## src/mef_pkg.sv

```systemverilog
// package: register map and field layout of the missed-event error flag bank
package mef_pkg;
  localparam int          MEF_DMA_CH        = 64;
  localparam int          MEF_QCH           = 8;
  localparam int          MEF_HALF          = 32;
  localparam int          MEF_AW            = 12;
  localparam int          MEF_DW            = 32;
  localparam int          MEF_CTRL_W        = 4;
  localparam logic [11:0] MEF_FLAGS_LOW     = 12'h000;
  localparam logic [11:0] MEF_FLAGS_HIGH    = 12'h004;
  localparam logic [11:0] MEF_CLEAR_LOW     = 12'h008;
  localparam logic [11:0] MEF_CLEAR_HIGH    = 12'h00C;
  localparam logic [11:0] MEF_QFLAGS        = 12'h010;
  localparam logic [11:0] MEF_QCLEAR        = 12'h014;
  localparam logic [11:0] MEF_CTRL_FLAGS    = 12'h018;
  localparam logic [11:0] MEF_CTRL_CLEAR    = 12'h01C;
  localparam logic [11:0] MEF_IRQ_STATE     = 12'h020;
  localparam logic [31:0] MEF_ZERO          = 32'h00000000;
  localparam logic [63:0] MEF_FLAGS_RST     = 64'h0000000000000000;
  localparam logic [7:0]  MEF_QFLAGS_RST    = 8'h00;
  localparam logic [3:0]  MEF_CTRL_RST      = 4'h0;
endpackage

```

## src/mef_bank.sv

```systemverilog
// missed-event error flag bank with apb slave and error interrupt gating
`timescale 1ns/1ns
module mef_bank
  import mef_pkg::*;
#(
  parameter int DMA_CH = 64,
  parameter int QCH    = 8
)(
  input  wire logic                        pclk,
  input  wire logic                        presetn,
  input  wire logic                        clk_en,
  input  wire logic                        psel,
  input  wire logic                        penable,
  input  wire logic                        pwrite,
  input  wire logic [mef_pkg::MEF_AW-1:0]  paddr,
  input  wire logic [mef_pkg::MEF_DW-1:0]  pwdata,
  input  wire logic [3:0]                  pstrb,
  output logic      [mef_pkg::MEF_DW-1:0]  prdata,
  output logic                             pready,
  output logic                             pslverr,
  input  wire logic [DMA_CH-1:0]           manual_trigger_set,
  input  wire logic [DMA_CH-1:0]           chain_trigger_flags,
  input  wire logic [DMA_CH-1:0]           external_trigger_flags,
  input  wire logic [DMA_CH-1:0]           manual_trigger_pend,
  input  wire logic [DMA_CH-1:0]           chain_trigger_pend,
  input  wire logic [DMA_CH-1:0]           external_trigger_pend,
  input  wire logic [DMA_CH-1:0]           dma_null_hit,
  input  wire logic [QCH-1:0]              quick_trigger,
  input  wire logic [QCH-1:0]              quick_trigger_pend,
  input  wire logic [QCH-1:0]              quick_null_hit,
  input  wire logic [mef_pkg::MEF_CTRL_W-1:0] ctrl_error_set,
  output logic                             error_irq,
  output logic [DMA_CH-1:0]                missed_flags,
  output logic [QCH-1:0]                   quick_flags
);
  import mef_pkg::*;

  logic [DMA_CH-1:0]     dma_q, dma_d, dma_set, dma_clr;
  logic [QCH-1:0]        quick_dma_channel_q, quick_dma_channel_d, quick_dma_channel_set, quick_dma_channel_clr;
  logic [MEF_CTRL_W-1:0] ctl_q, ctl_d, ctl_clr;
  logic                  irq_q, irq_d;
  logic                  any_q, any_d;
  logic [MEF_DW-1:0]     rd_q, rd_d;
  logic                  rdy_q, rdy_d, err_q, err_d;
  logic                  wr_acc, setup, known;
  logic [MEF_DW-1:0]     wmask, rdata;

  assign setup  = psel && !penable;
  assign wr_acc = psel && penable && pwrite && rdy_q;

  // byte strobes qualify every clear write
  always_comb
  begin
    for (int b = 0; b < 4; b++)
    begin
      wmask[b*8 +: 8] = pstrb[b] ? pwdata[b*8 +: 8] : 8'h00;
    end
  end

  // per-channel set sources, all trigger types and the null hit ORed into one flag per channel
  genvar g;
  generate
    for (g = 0; g < DMA_CH; g++)
    begin : g_dma
      assign dma_set[g] = (manual_trigger_set[g] && manual_trigger_pend[g])
                        || (chain_trigger_flags[g] && chain_trigger_pend[g])
                        || (external_trigger_flags[g] && external_trigger_pend[g])
                        || dma_null_hit[g];
    end
    for (g = 0; g < QCH; g++)
    begin : g_quick_dma_channel
      assign quick_dma_channel_set[g] = (quick_trigger[g] && quick_trigger_pend[g])
                         || quick_null_hit[g];
    end
  endgenerate

  always_comb
  begin
    dma_clr  = '0;
    quick_dma_channel_clr = '0;
    ctl_clr  = '0;
    if (wr_acc && paddr == MEF_CLEAR_LOW)
    begin
      dma_clr[MEF_HALF-1:0] = wmask;
    end
    else if (wr_acc && paddr == MEF_CLEAR_HIGH)
    begin
      dma_clr[DMA_CH-1:MEF_HALF] = wmask[DMA_CH-MEF_HALF-1:0];
    end
    else if (wr_acc && paddr == MEF_QCLEAR)
    begin
      quick_dma_channel_clr = wmask[QCH-1:0];
    end
    else if (wr_acc && paddr == MEF_CTRL_CLEAR)
    begin
      ctl_clr = wmask[MEF_CTRL_W-1:0];
    end
  end

  // sticky flags: set beats clear, only software clears
  always_comb
  begin
    dma_d  = (dma_q & ~dma_clr) | dma_set;
    quick_dma_channel_d = (quick_dma_channel_q & ~quick_dma_channel_clr) | quick_dma_channel_set;
    ctl_d  = (ctl_q & ~ctl_clr) | ctrl_error_set;
    any_d  = (|dma_d) || (|quick_dma_channel_d) || (|ctl_d);
    // one pulse per rise from all-clear to any error
    irq_d  = !any_q && any_d;
  end

  // read mux, clear registers read zero
  always_comb
  begin
    known = 1'b1;
    rdata = MEF_ZERO;
    if (paddr == MEF_FLAGS_LOW)
    begin
      rdata = dma_q[MEF_HALF-1:0];
    end
    else if (paddr == MEF_FLAGS_HIGH)
    begin
      rdata = dma_q[DMA_CH-1:MEF_HALF];
    end
    else if (paddr == MEF_QFLAGS)
    begin
      rdata[QCH-1:0] = quick_dma_channel_q;
    end
    else if (paddr == MEF_CTRL_FLAGS)
    begin
      rdata[MEF_CTRL_W-1:0] = ctl_q;
    end
    else if (paddr == MEF_IRQ_STATE)
    begin
      rdata[0] = any_q;
    end
    else if (paddr == MEF_CLEAR_LOW || paddr == MEF_CLEAR_HIGH
             || paddr == MEF_QCLEAR || paddr == MEF_CTRL_CLEAR)
    begin
      rdata = MEF_ZERO;
    end
    else
    begin
      known = 1'b0;
    end
  end

  // no wait state: pready rises in the first access cycle
  always_comb
  begin
    rdy_d = setup;
    rd_d  = (setup && !pwrite) ? rdata : MEF_ZERO;
    err_d = setup && !known;
  end

  always_ff @(posedge pclk or negedge presetn)
  begin
    if (!presetn)
    begin
      dma_q  <= MEF_FLAGS_RST;
      quick_dma_channel_q <= MEF_QFLAGS_RST;
      ctl_q  <= MEF_CTRL_RST;
      irq_q  <= 1'b0;
      any_q  <= 1'b0;
      rd_q   <= MEF_ZERO;
      rdy_q  <= 1'b0;
      err_q  <= 1'b0;
    end
    else if (clk_en)
    begin
      dma_q  <= dma_d;
      quick_dma_channel_q <= quick_dma_channel_d;
      ctl_q  <= ctl_d;
      irq_q  <= irq_d;
      any_q  <= any_d;
      rd_q   <= rd_d;
      rdy_q  <= rdy_d;
      err_q  <= err_d;
    end
  end

  assign prdata       = rd_q;
  assign pready       = rdy_q;
  assign pslverr      = err_q;
  assign error_irq    = irq_q;
  assign missed_flags = dma_q;
  assign quick_flags  = quick_dma_channel_q;

  // helper masks for the checks below, one bit per channel
  logic [DMA_CH-1:0] chk_hold, chk_drop, chk_both;
  logic [QCH-1:0]    chk_qhold, chk_qdrop, chk_qmiss;
  assign chk_hold  = dma_q & ~dma_clr;
  assign chk_drop  = dma_clr & ~dma_set;
  assign chk_both  = dma_set & dma_clr;
  assign chk_qhold = quick_dma_channel_q & ~quick_dma_channel_clr;
  assign chk_qdrop = quick_dma_channel_clr & ~quick_dma_channel_set;
  assign chk_qmiss = quick_trigger & quick_trigger_pend;

  // sticky flags and software clears
  a_dma_sticky: assert property (@(posedge pclk) disable iff (!presetn)
    clk_en && (|chk_hold)
    |=> &(dma_q | ~$past(chk_hold)))
    else $error("dma flag dropped without clear");
  a_quick_dma_channel_sticky: assert property (@(posedge pclk) disable iff (!presetn)
    clk_en && (|chk_qhold)
    |=> &(quick_dma_channel_q | ~$past(chk_qhold)))
    else $error("quick flag dropped without clear");
  a_clear_low: assert property (@(posedge pclk) disable iff (!presetn)
    clk_en && (|chk_drop[MEF_HALF-1:0])
    |=> (dma_q[MEF_HALF-1:0] & $past(chk_drop[MEF_HALF-1:0])) == '0)
    else $error("low clear failed");
  a_clear_high: assert property (@(posedge pclk) disable iff (!presetn)
    clk_en && (|chk_drop[DMA_CH-1:MEF_HALF])
    |=> (dma_q[DMA_CH-1:MEF_HALF] & $past(chk_drop[DMA_CH-1:MEF_HALF])) == '0)
    else $error("high clear failed");
  a_qclear: assert property (@(posedge pclk) disable iff (!presetn)
    clk_en && (|chk_qdrop)
    |=> (quick_dma_channel_q & $past(chk_qdrop)) == '0)
    else $error("quick clear failed");
  a_set_wins: assert property (@(posedge pclk) disable iff (!presetn)
    clk_en && (|chk_both)
    |=> &(dma_q | ~$past(chk_both)))
    else $error("set lost to clear");
  a_freeze_hold: assert property (@(posedge pclk) disable iff (!presetn)
    !clk_en
    |=> $stable(dma_q) && $stable(quick_dma_channel_q) && $stable(ctl_q) && $stable(error_irq))
    else $error("state moved while clock enable low");

  // miss detection, each source on its own
  a_manual_miss: assert property (@(posedge pclk) disable iff (!presetn)
    clk_en && (|(manual_trigger_set & manual_trigger_pend))
    |=> &(dma_q | ~$past(manual_trigger_set & manual_trigger_pend)))
    else $error("manual miss not recorded");
  a_chain_miss: assert property (@(posedge pclk) disable iff (!presetn)
    clk_en && (|(chain_trigger_flags & chain_trigger_pend))
    |=> &(dma_q | ~$past(chain_trigger_flags & chain_trigger_pend)))
    else $error("chain miss not recorded");
  a_ext_miss: assert property (@(posedge pclk) disable iff (!presetn)
    clk_en && (|(external_trigger_flags & external_trigger_pend))
    |=> &(dma_q | ~$past(external_trigger_flags & external_trigger_pend)))
    else $error("external miss not recorded");
  a_dma_null: assert property (@(posedge pclk) disable iff (!presetn)
    clk_en && (|dma_null_hit)
    |=> &(dma_q | ~$past(dma_null_hit)))
    else $error("dma null hit not recorded");
  a_quick_set: assert property (@(posedge pclk) disable iff (!presetn)
    clk_en && (|chk_qmiss)
    |=> &(quick_dma_channel_q | ~$past(chk_qmiss)))
    else $error("quick miss not recorded");
  a_quick_null: assert property (@(posedge pclk) disable iff (!presetn)
    clk_en && (|quick_null_hit)
    |=> &(quick_dma_channel_q | ~$past(quick_null_hit)))
    else $error("quick null hit not recorded");

  // interrupt gating across all error registers
  a_irq_gated: assert property (@(posedge pclk) disable iff (!presetn)
    error_irq |-> $past(!any_q))
    else $error("interrupt raised while errors pending");
  a_irq_held: assert property (@(posedge pclk) disable iff (!presetn)
    clk_en && any_q |=> !error_irq)
    else $error("interrupt repeated before full clear");
  a_irq_ctrl: assert property (@(posedge pclk) disable iff (!presetn)
    clk_en && !any_q && (|ctrl_error_set) |=> error_irq)
    else $error("controller error gave no interrupt");
  a_irq_quick: assert property (@(posedge pclk) disable iff (!presetn)
    clk_en && !any_q && (|quick_dma_channel_set) |=> error_irq)
    else $error("quick miss gave no interrupt");
  a_irq_dma: assert property (@(posedge pclk) disable iff (!presetn)
    clk_en && !any_q && (|dma_set) |=> error_irq)
    else $error("dma miss gave no interrupt");

  // register reads
  a_qread_zero: assert property (@(posedge pclk) disable iff (!presetn)
    pready && paddr == MEF_QFLAGS |-> prdata[MEF_DW-1:QCH] == '0)
    else $error("quick flag upper bits nonzero");
  a_clear_reads: assert property (@(posedge pclk) disable iff (!presetn)
    pready && !pwrite && paddr == MEF_CLEAR_LOW |-> prdata == MEF_ZERO)
    else $error("clear register returned data");
  a_qclear_reads: assert property (@(posedge pclk) disable iff (!presetn)
    pready && !pwrite && (paddr == MEF_CLEAR_HIGH || paddr == MEF_QCLEAR)
    |-> prdata == MEF_ZERO)
    else $error("clear register returned data");
  a_ready_pulse: assert property (@(posedge pclk) disable iff (!presetn)
    clk_en && pready |=> !pready)
    else $error("ready held longer than one cycle");

  // main scenarios
  c_irq:      cover property (@(posedge pclk) error_irq);
  c_set_clr:  cover property (@(posedge pclk) clk_en && (|chk_both));
  c_qclear:   cover property (@(posedge pclk) clk_en && (|quick_dma_channel_clr));
  c_rearm:    cover property (@(posedge pclk) error_irq ##[1:50] error_irq);
  c_freeze:   cover property (@(posedge pclk) !clk_en && (|dma_null_hit));
endmodule // mef_bank

```

## config.mk

```make
export PLATFORM = sky130hd
export DESIGN_NAME = mef_bank
export DESIGN_NICKNAME = d
export VERILOG_FILES = /design/src/mef_pkg.sv /design/src/mef_bank.sv
export SDC_FILE = /design/constraint.sdc
export NUM_CORES = 1
export LEC_CHECK = 0
export ABC_AREA = 1
export BUFFER_PORTS_ARGS = -buffer_cell sky130_fd_sc_hd__buf_2
export CORE_AREA = 10 10 240 242
export DETAILED_ROUTE_END_ITERATION = 16
export DIE_AREA = 0 0 250 252
export HOLD_SLACK_MARGIN = 0.12
export PLACE_DENSITY = 0.49
export SETUP_SLACK_MARGIN = 0.1
export SLEW_MARGIN = 25
export SYNTH_ARGS = -nofsm -noshare
export SYNTH_HDL_FRONTEND = slang
export SYNTH_SLANG_ARGS = --single-unit
```

## constraint.sdc

```tcl
create_clock -name pclk -period 2.31 [get_ports pclk]
set_clock_uncertainty 0.2 [all_clocks]
set_input_delay 0 -clock pclk [delete_from_list [all_inputs] [get_ports pclk]]
set_output_delay 0 -clock pclk [all_outputs]
set_load 0.02 [all_outputs]
```

# Word level (Yosys, flattened, before mapping)
# Index checks and enable logic that the tools add are counted.
# totals
output_inout_bits	107
word_cells	475
mem_bits_ro	0
inputBits	530
ram_bits	0
reg_bits	112
latch_bits	0
memories	0
# classes
order_cmp	0
n_reduce_logical	424
muxes	26
bitwise_logic	9
eq_ne	8
n_mul	0
div	0
shifts	0
add_sub_neg	0
# op_table
cell	n
logical AND 1 bit	211
logical OR 1 bit	205
two-way mux 32 bit	6
AND 64 bit	1
two-way mux 8 bit	8
inverter 64 bit	1
bitwise OR 64 bit	1
OR reduction 64 bit	1
== test 12 x 5 -> 1 bit, second input constant	4
== test 12 x 4 -> 1 bit, second input constant	2
two-way mux 4 bit	5
== test 12 x 3 -> 1 bit, second input constant	1
== test 12 x 6 -> 1 bit, second input constant	1
zero test 12 bit	1
AND 8 bit	1
inverter 8 bit	1
bitwise OR 8 bit	1
OR reduction 8 bit	1
two-way mux 1 bit	7
AND 4 bit	1
zero test 1 bit	4
inverter 4 bit	1
bitwise OR 4 bit	1
OR reduction 4 bit	1

# Logic depth before layout (Yosys ltp)
# depth
depth_word	14
ltp_mapped	16
mapped_depth_nobuf	15

# Least setup slack after synthesis
# OpenSTA, ideal clock, no wires.
# synth_timing
path_kind	register -> register
start	register rdy_q (netlist: pready)
end	register any_q
slack_ns	0.257
period_less_slack_ns	2.053
arrival_time_ns	1.726
required_ns	1.983
setup_time_ns	0.127
path_stages_with_launch	15
n_path_buf	1
cell_sequence	dfrtp_1 > inv_1 > nor2_4 > buf_2 > nand4_1 > nand2_1 > nand2_1 > nor2_1 > nand2_1 > nor2_1 > nand2_1 > nor2_1 > nand3_1 > nand2_1 > o21ai_1
# synth_via
elab_chain_len	11
elab_cells_between_ends	29
cone_classes	10 x mux; 9 x bitwise; 10 x reduce/logical
# synth_lines
item	line_no	text
from (decl)	mef_bank.sv:44	logic rdy_q, rdy_d, err_q, err_d;
from (signal assigned)	mef_bank.sv:176	rdy_q <= rdy_d;
logical AND 1 bit *	mef_bank.sv:49	assign wr_acc = psel && penable && pwrite && rdy_q;
logical AND 1 bit (on tied branches)	mef_bank.sv:90, mef_bank.sv:94	
two-way mux 8 bit / two-way mux 4 bit (equally long branches)	mef_bank.sv:90, mef_bank.sv:94	
two-way mux 8 bit / two-way mux 4 bit (equally long branches)	mef_bank.sv:86, mef_bank.sv:90	
two-way mux 8 bit / two-way mux 4 bit (equally long branches)	mef_bank.sv:82, mef_bank.sv:86	
inverter 8 bit / two-way mux 4 bit (equally long branches)	n/a	
AND 8 bit / inverter 4 bit (equally long branches)	n/a	
bitwise OR 8 bit / AND 4 bit (equally long branches)	mef_bank.sv:104, mef_bank.sv:105	
OR reduction 8 bit / bitwise OR 4 bit (equally long branches)	mef_bank.sv:106, mef_bank.sv:105	
logical OR 1 bit / OR reduction 4 bit (equally long branches)	mef_bank.sv:106	any_d = (|dma_d) || (|quick_dma_channel_d) || (|ctl_d);
logical OR 1 bit *	mef_bank.sv:106	
to (signal assigned)	mef_bank.sv:174	any_q <= any_d;
to (decl)	mef_bank.sv:42	logic any_q, any_d;
# Every way passes the cells marked *; elsewhere a longest branch is shown, timed or not.
# A chain may end at the register's enable or synchronous reset.

# Final worst setup path
# Ends and elaborated chain as after synthesis.

==> flow_summary.ini <==
[synth]
synth_fa_ha_area_share_pct = 0
ys_ff_latch = 112
avgSynthCellArea_sq_um = 6.83
ys_types = 33
synth.area.top_cells = dfrtp_1, nand2_1, o21ai_0
syn-instance-count = 1091
synth_top_area_share_pct = 37.6
ys.flop_type = dfrtp_1
synth-seq-area-share_pct = 37.6
synth_edf_count = 0
synthMuxAreaShare_pct = 0
syn-num-nets = 1621
yosysWarnings = 0
yosys-top-cells-count = nand2_1, dfrtp_1, o21ai_0, nor2_1
yosys.area.top_type = dfrtp_1
synthXorXnorAreaFrac_pct = 0
yosysMostFrequentCell = nand2_1
async_flop_share_pct = 100
synth_top_family_by_area = simple AND/OR/NAND/NOR gates
synth_compound_area_share_pct = 22.8
yosys.area_share.simple_pct = 33.0
syn-cell-area_sq_um = 7450

[cells_and_area]
syn2layout_area_growth_pct = 112
nets = 2617
drive_above_1_share_pct = 39.0
antenna_cells = 0

[timing]
setup_tns_ps = -38.4
setup_viol = 2
rsz0062_at_grt = true
finalCriticalPeriod_ps = 2340
slew_viol_final = 0
relSlewSlack_pct = 36.2
clock.fmax_mhz = 428
worst_slack_ps = -27.4
worst_pin_slew_ps = 957
hold_violations = 0
period_share_pct = 101

[clocking]
cts_buffer_depth = 2
clkTransAtPathRegs_ps = 80
htree_levels = 3
root_buffer = clkbuf_16
numClockSinks = 112
cts-buffers-inserted = 9
clk_latency_ps = 380
tritoncts = done

[pwr]
power_frac_clock_pct = 31.9
p_switching_mw = 1.81
power_mw = 5.78
p_sw_share_pct = 31.3
pwr-share-seq_pct = 37.2
p_int_mw = 3.97
cellLeakagePower_nw = 8.08
ir_drop_v = 0.000347
p_comb_share_pct = 31.0
pwr_density_cell_nw_per_um2 = 366

[route]
drtIter0Drc = 726
drcViolationCount = 0
routed_wl_mm = 57.3
drt-wirelength-per-cell_um = 20.6
postRouteAntennaNets = 0
dr.pass1.iters = 5
via_per_inst = 4.31
vias = 12000

[floorplanning]
die_w_um = 250
die_area_sq_um = 63000
fp.coreArea_sq_um = 52400
rows = 84
start_util_pct = 14.2
die_y_um = 252
io_pins = 637

[global_routing]
first_global_vias = 12900
grt_first_pass_wirelength_mm = 82.1
antenna_found_initial = 6
grt_use_total_pct = 17.2
gr-total-overflow = 0
grt_max_degree = 94

[place]
dpl.hpwl_mm = 45.0
gp_congestion = 0.902
io_buffers = 636

[worst_hold_path]
whs_path_depth = 6
hold_start = pstrb[2]
min_to = missed_flags[23]
hold_class = primary input to flop

[setup_path]
setup.worst_path.start_class = flop
required_ps = 2380
r2r_setup_slack_ps = -30
r2r_cells = 16
reg2reg_from = pready
setup.worst_path.class = flop to flop
worstPathMaxFanout = 4
r2r_end = any_q
critPathCaptureType = flop
worstPathArrival_ps = 2410

[flow_run]
drv_cap = 0

[outcome]
violations = negative setup slack
outcome = finished with violations
[power groups by stage]
stage	registers, mW	logic (mW)	clock network, mW
after floorplan	2.26	0.369	0
after CTS	2.14	1.74	1.93
after detailed placement	2.18	1.35	0
after global placement	2.18	1.34	0
final	2.15	1.79	1.84
after global routing	2.16	1.96	1.99
[layer usage]
| metal | vias up | GRT usage [%] | share of wire (%) |
|---|---|---|---|
| li1 | 5736 | - | - |
| met1 | 5551 | 19.1 | 39 |
| met2 | 606 | 30.9 | 50 |
| met3 | 99 | 5.63 | 8.3 |
| met4 | 2 | 5.11 | 2.7 |
| met5 | - | 0 | 0.035 |
[layout by cell type (no fill, tap or decap), drive strengths merged]
cell type / instances
o21a: 1
o211ai: 1
o21ai: 96
nand2: 412
a211oi: 34
o21bai: 5
clkinv: 4
dfrtp: 112
a21o: 5
o22ai: 1
clkinvlp: 2
a31oi: 23
clkbuf: 10
a21oi: 64
dlygate4sd3: 276
a22o: 28
buf: 736
a221oi: 12
inv: 66
bufinv: 2
nand4: 62
dlymetal6s4s: 23
a21boi: 6
a32o: 1
nor2: 85
nand3: 25
[critical path, stage by stage (launching register included)]
cell	delay, ps
dfrtp_1	360
inv_2	50
nor2_4	90
buf_12	140
buf_12	100
buf_16	110
buf_4	120
nand4_1	90
a21oi_2	190
nand2_1	70
nor2_1	110
nand2_1	110
nor2_4	170
buf_6	120
nand3_2	80
nand2_1	60
o21ai_1	60
[kinds of logic (layout without fill, tap and decap cells)]
kind of cell           Yosys count  in the layout
AO/OA/AOI/OAI                  277            277
buffers and inverters          118           1119
flip-flops                     112            112
AND/OR/NAND/NOR                584            584
[per-stage QoR]
step	cells	utilization (%)	worst slack [ps]	cell area, sq um	hold WS (ps)
global placement	2444	22.8	-274	12000	-176
detailed placement	2444	22.8	-268	12000	-178
global route	2780	30.1	-193	15800	111
CTS	2755	29.4	-11.7	15400	121
floorplan	1091	-	257	7450	-496
finish	2780	30.1	-27.4	15800	22.1
[state kept, by name, indices dropped and copies added, names as in the netlist]
register	flops
missed_flags	64
prdata	32
quick_flags	8
ctl_q	4
any_q	1
error_irq	1
pready	1
pslverr	1
[how the worst max path moves through the flow]
stage,start,endpoint,cells after the start
6_report,pready,any_q,16
5_1_grt,pready,any_q,16
4_1_cts,pready,any_q,17
3_5_place_dp,pready,any_q,14
3_3_place_gp,pready,error_irq,13
2_1_floorplan,pready,any_q,14
[cell type report]
| cell class | count | area, sq um |
|---|---|---|
| fill | 5681 | 36700 |
| timing repair buffer | 1035 | 7190 |
| multi-input combinational | 861 | 4340 |
| sequential | 112 | 2800 |
| tap | 688 | 861 |
| inverter | 68 | 256 |
| clock buffer | 10 | 239 |
| clock inverter | 6 | 92.6 |
[timing repair]
item                                    in CTS  in global routing
setup buffers                               18                  5
resized for setup                           32                 53
hold buffers                               275                 32
endpoints found under the hold margin      210                 12
pin swaps                                   26                 27
endpoints found under the setup margin       2                 56
gates cloned                                 2                  0
Note: power is estimated with default switching activity, not from simulation.
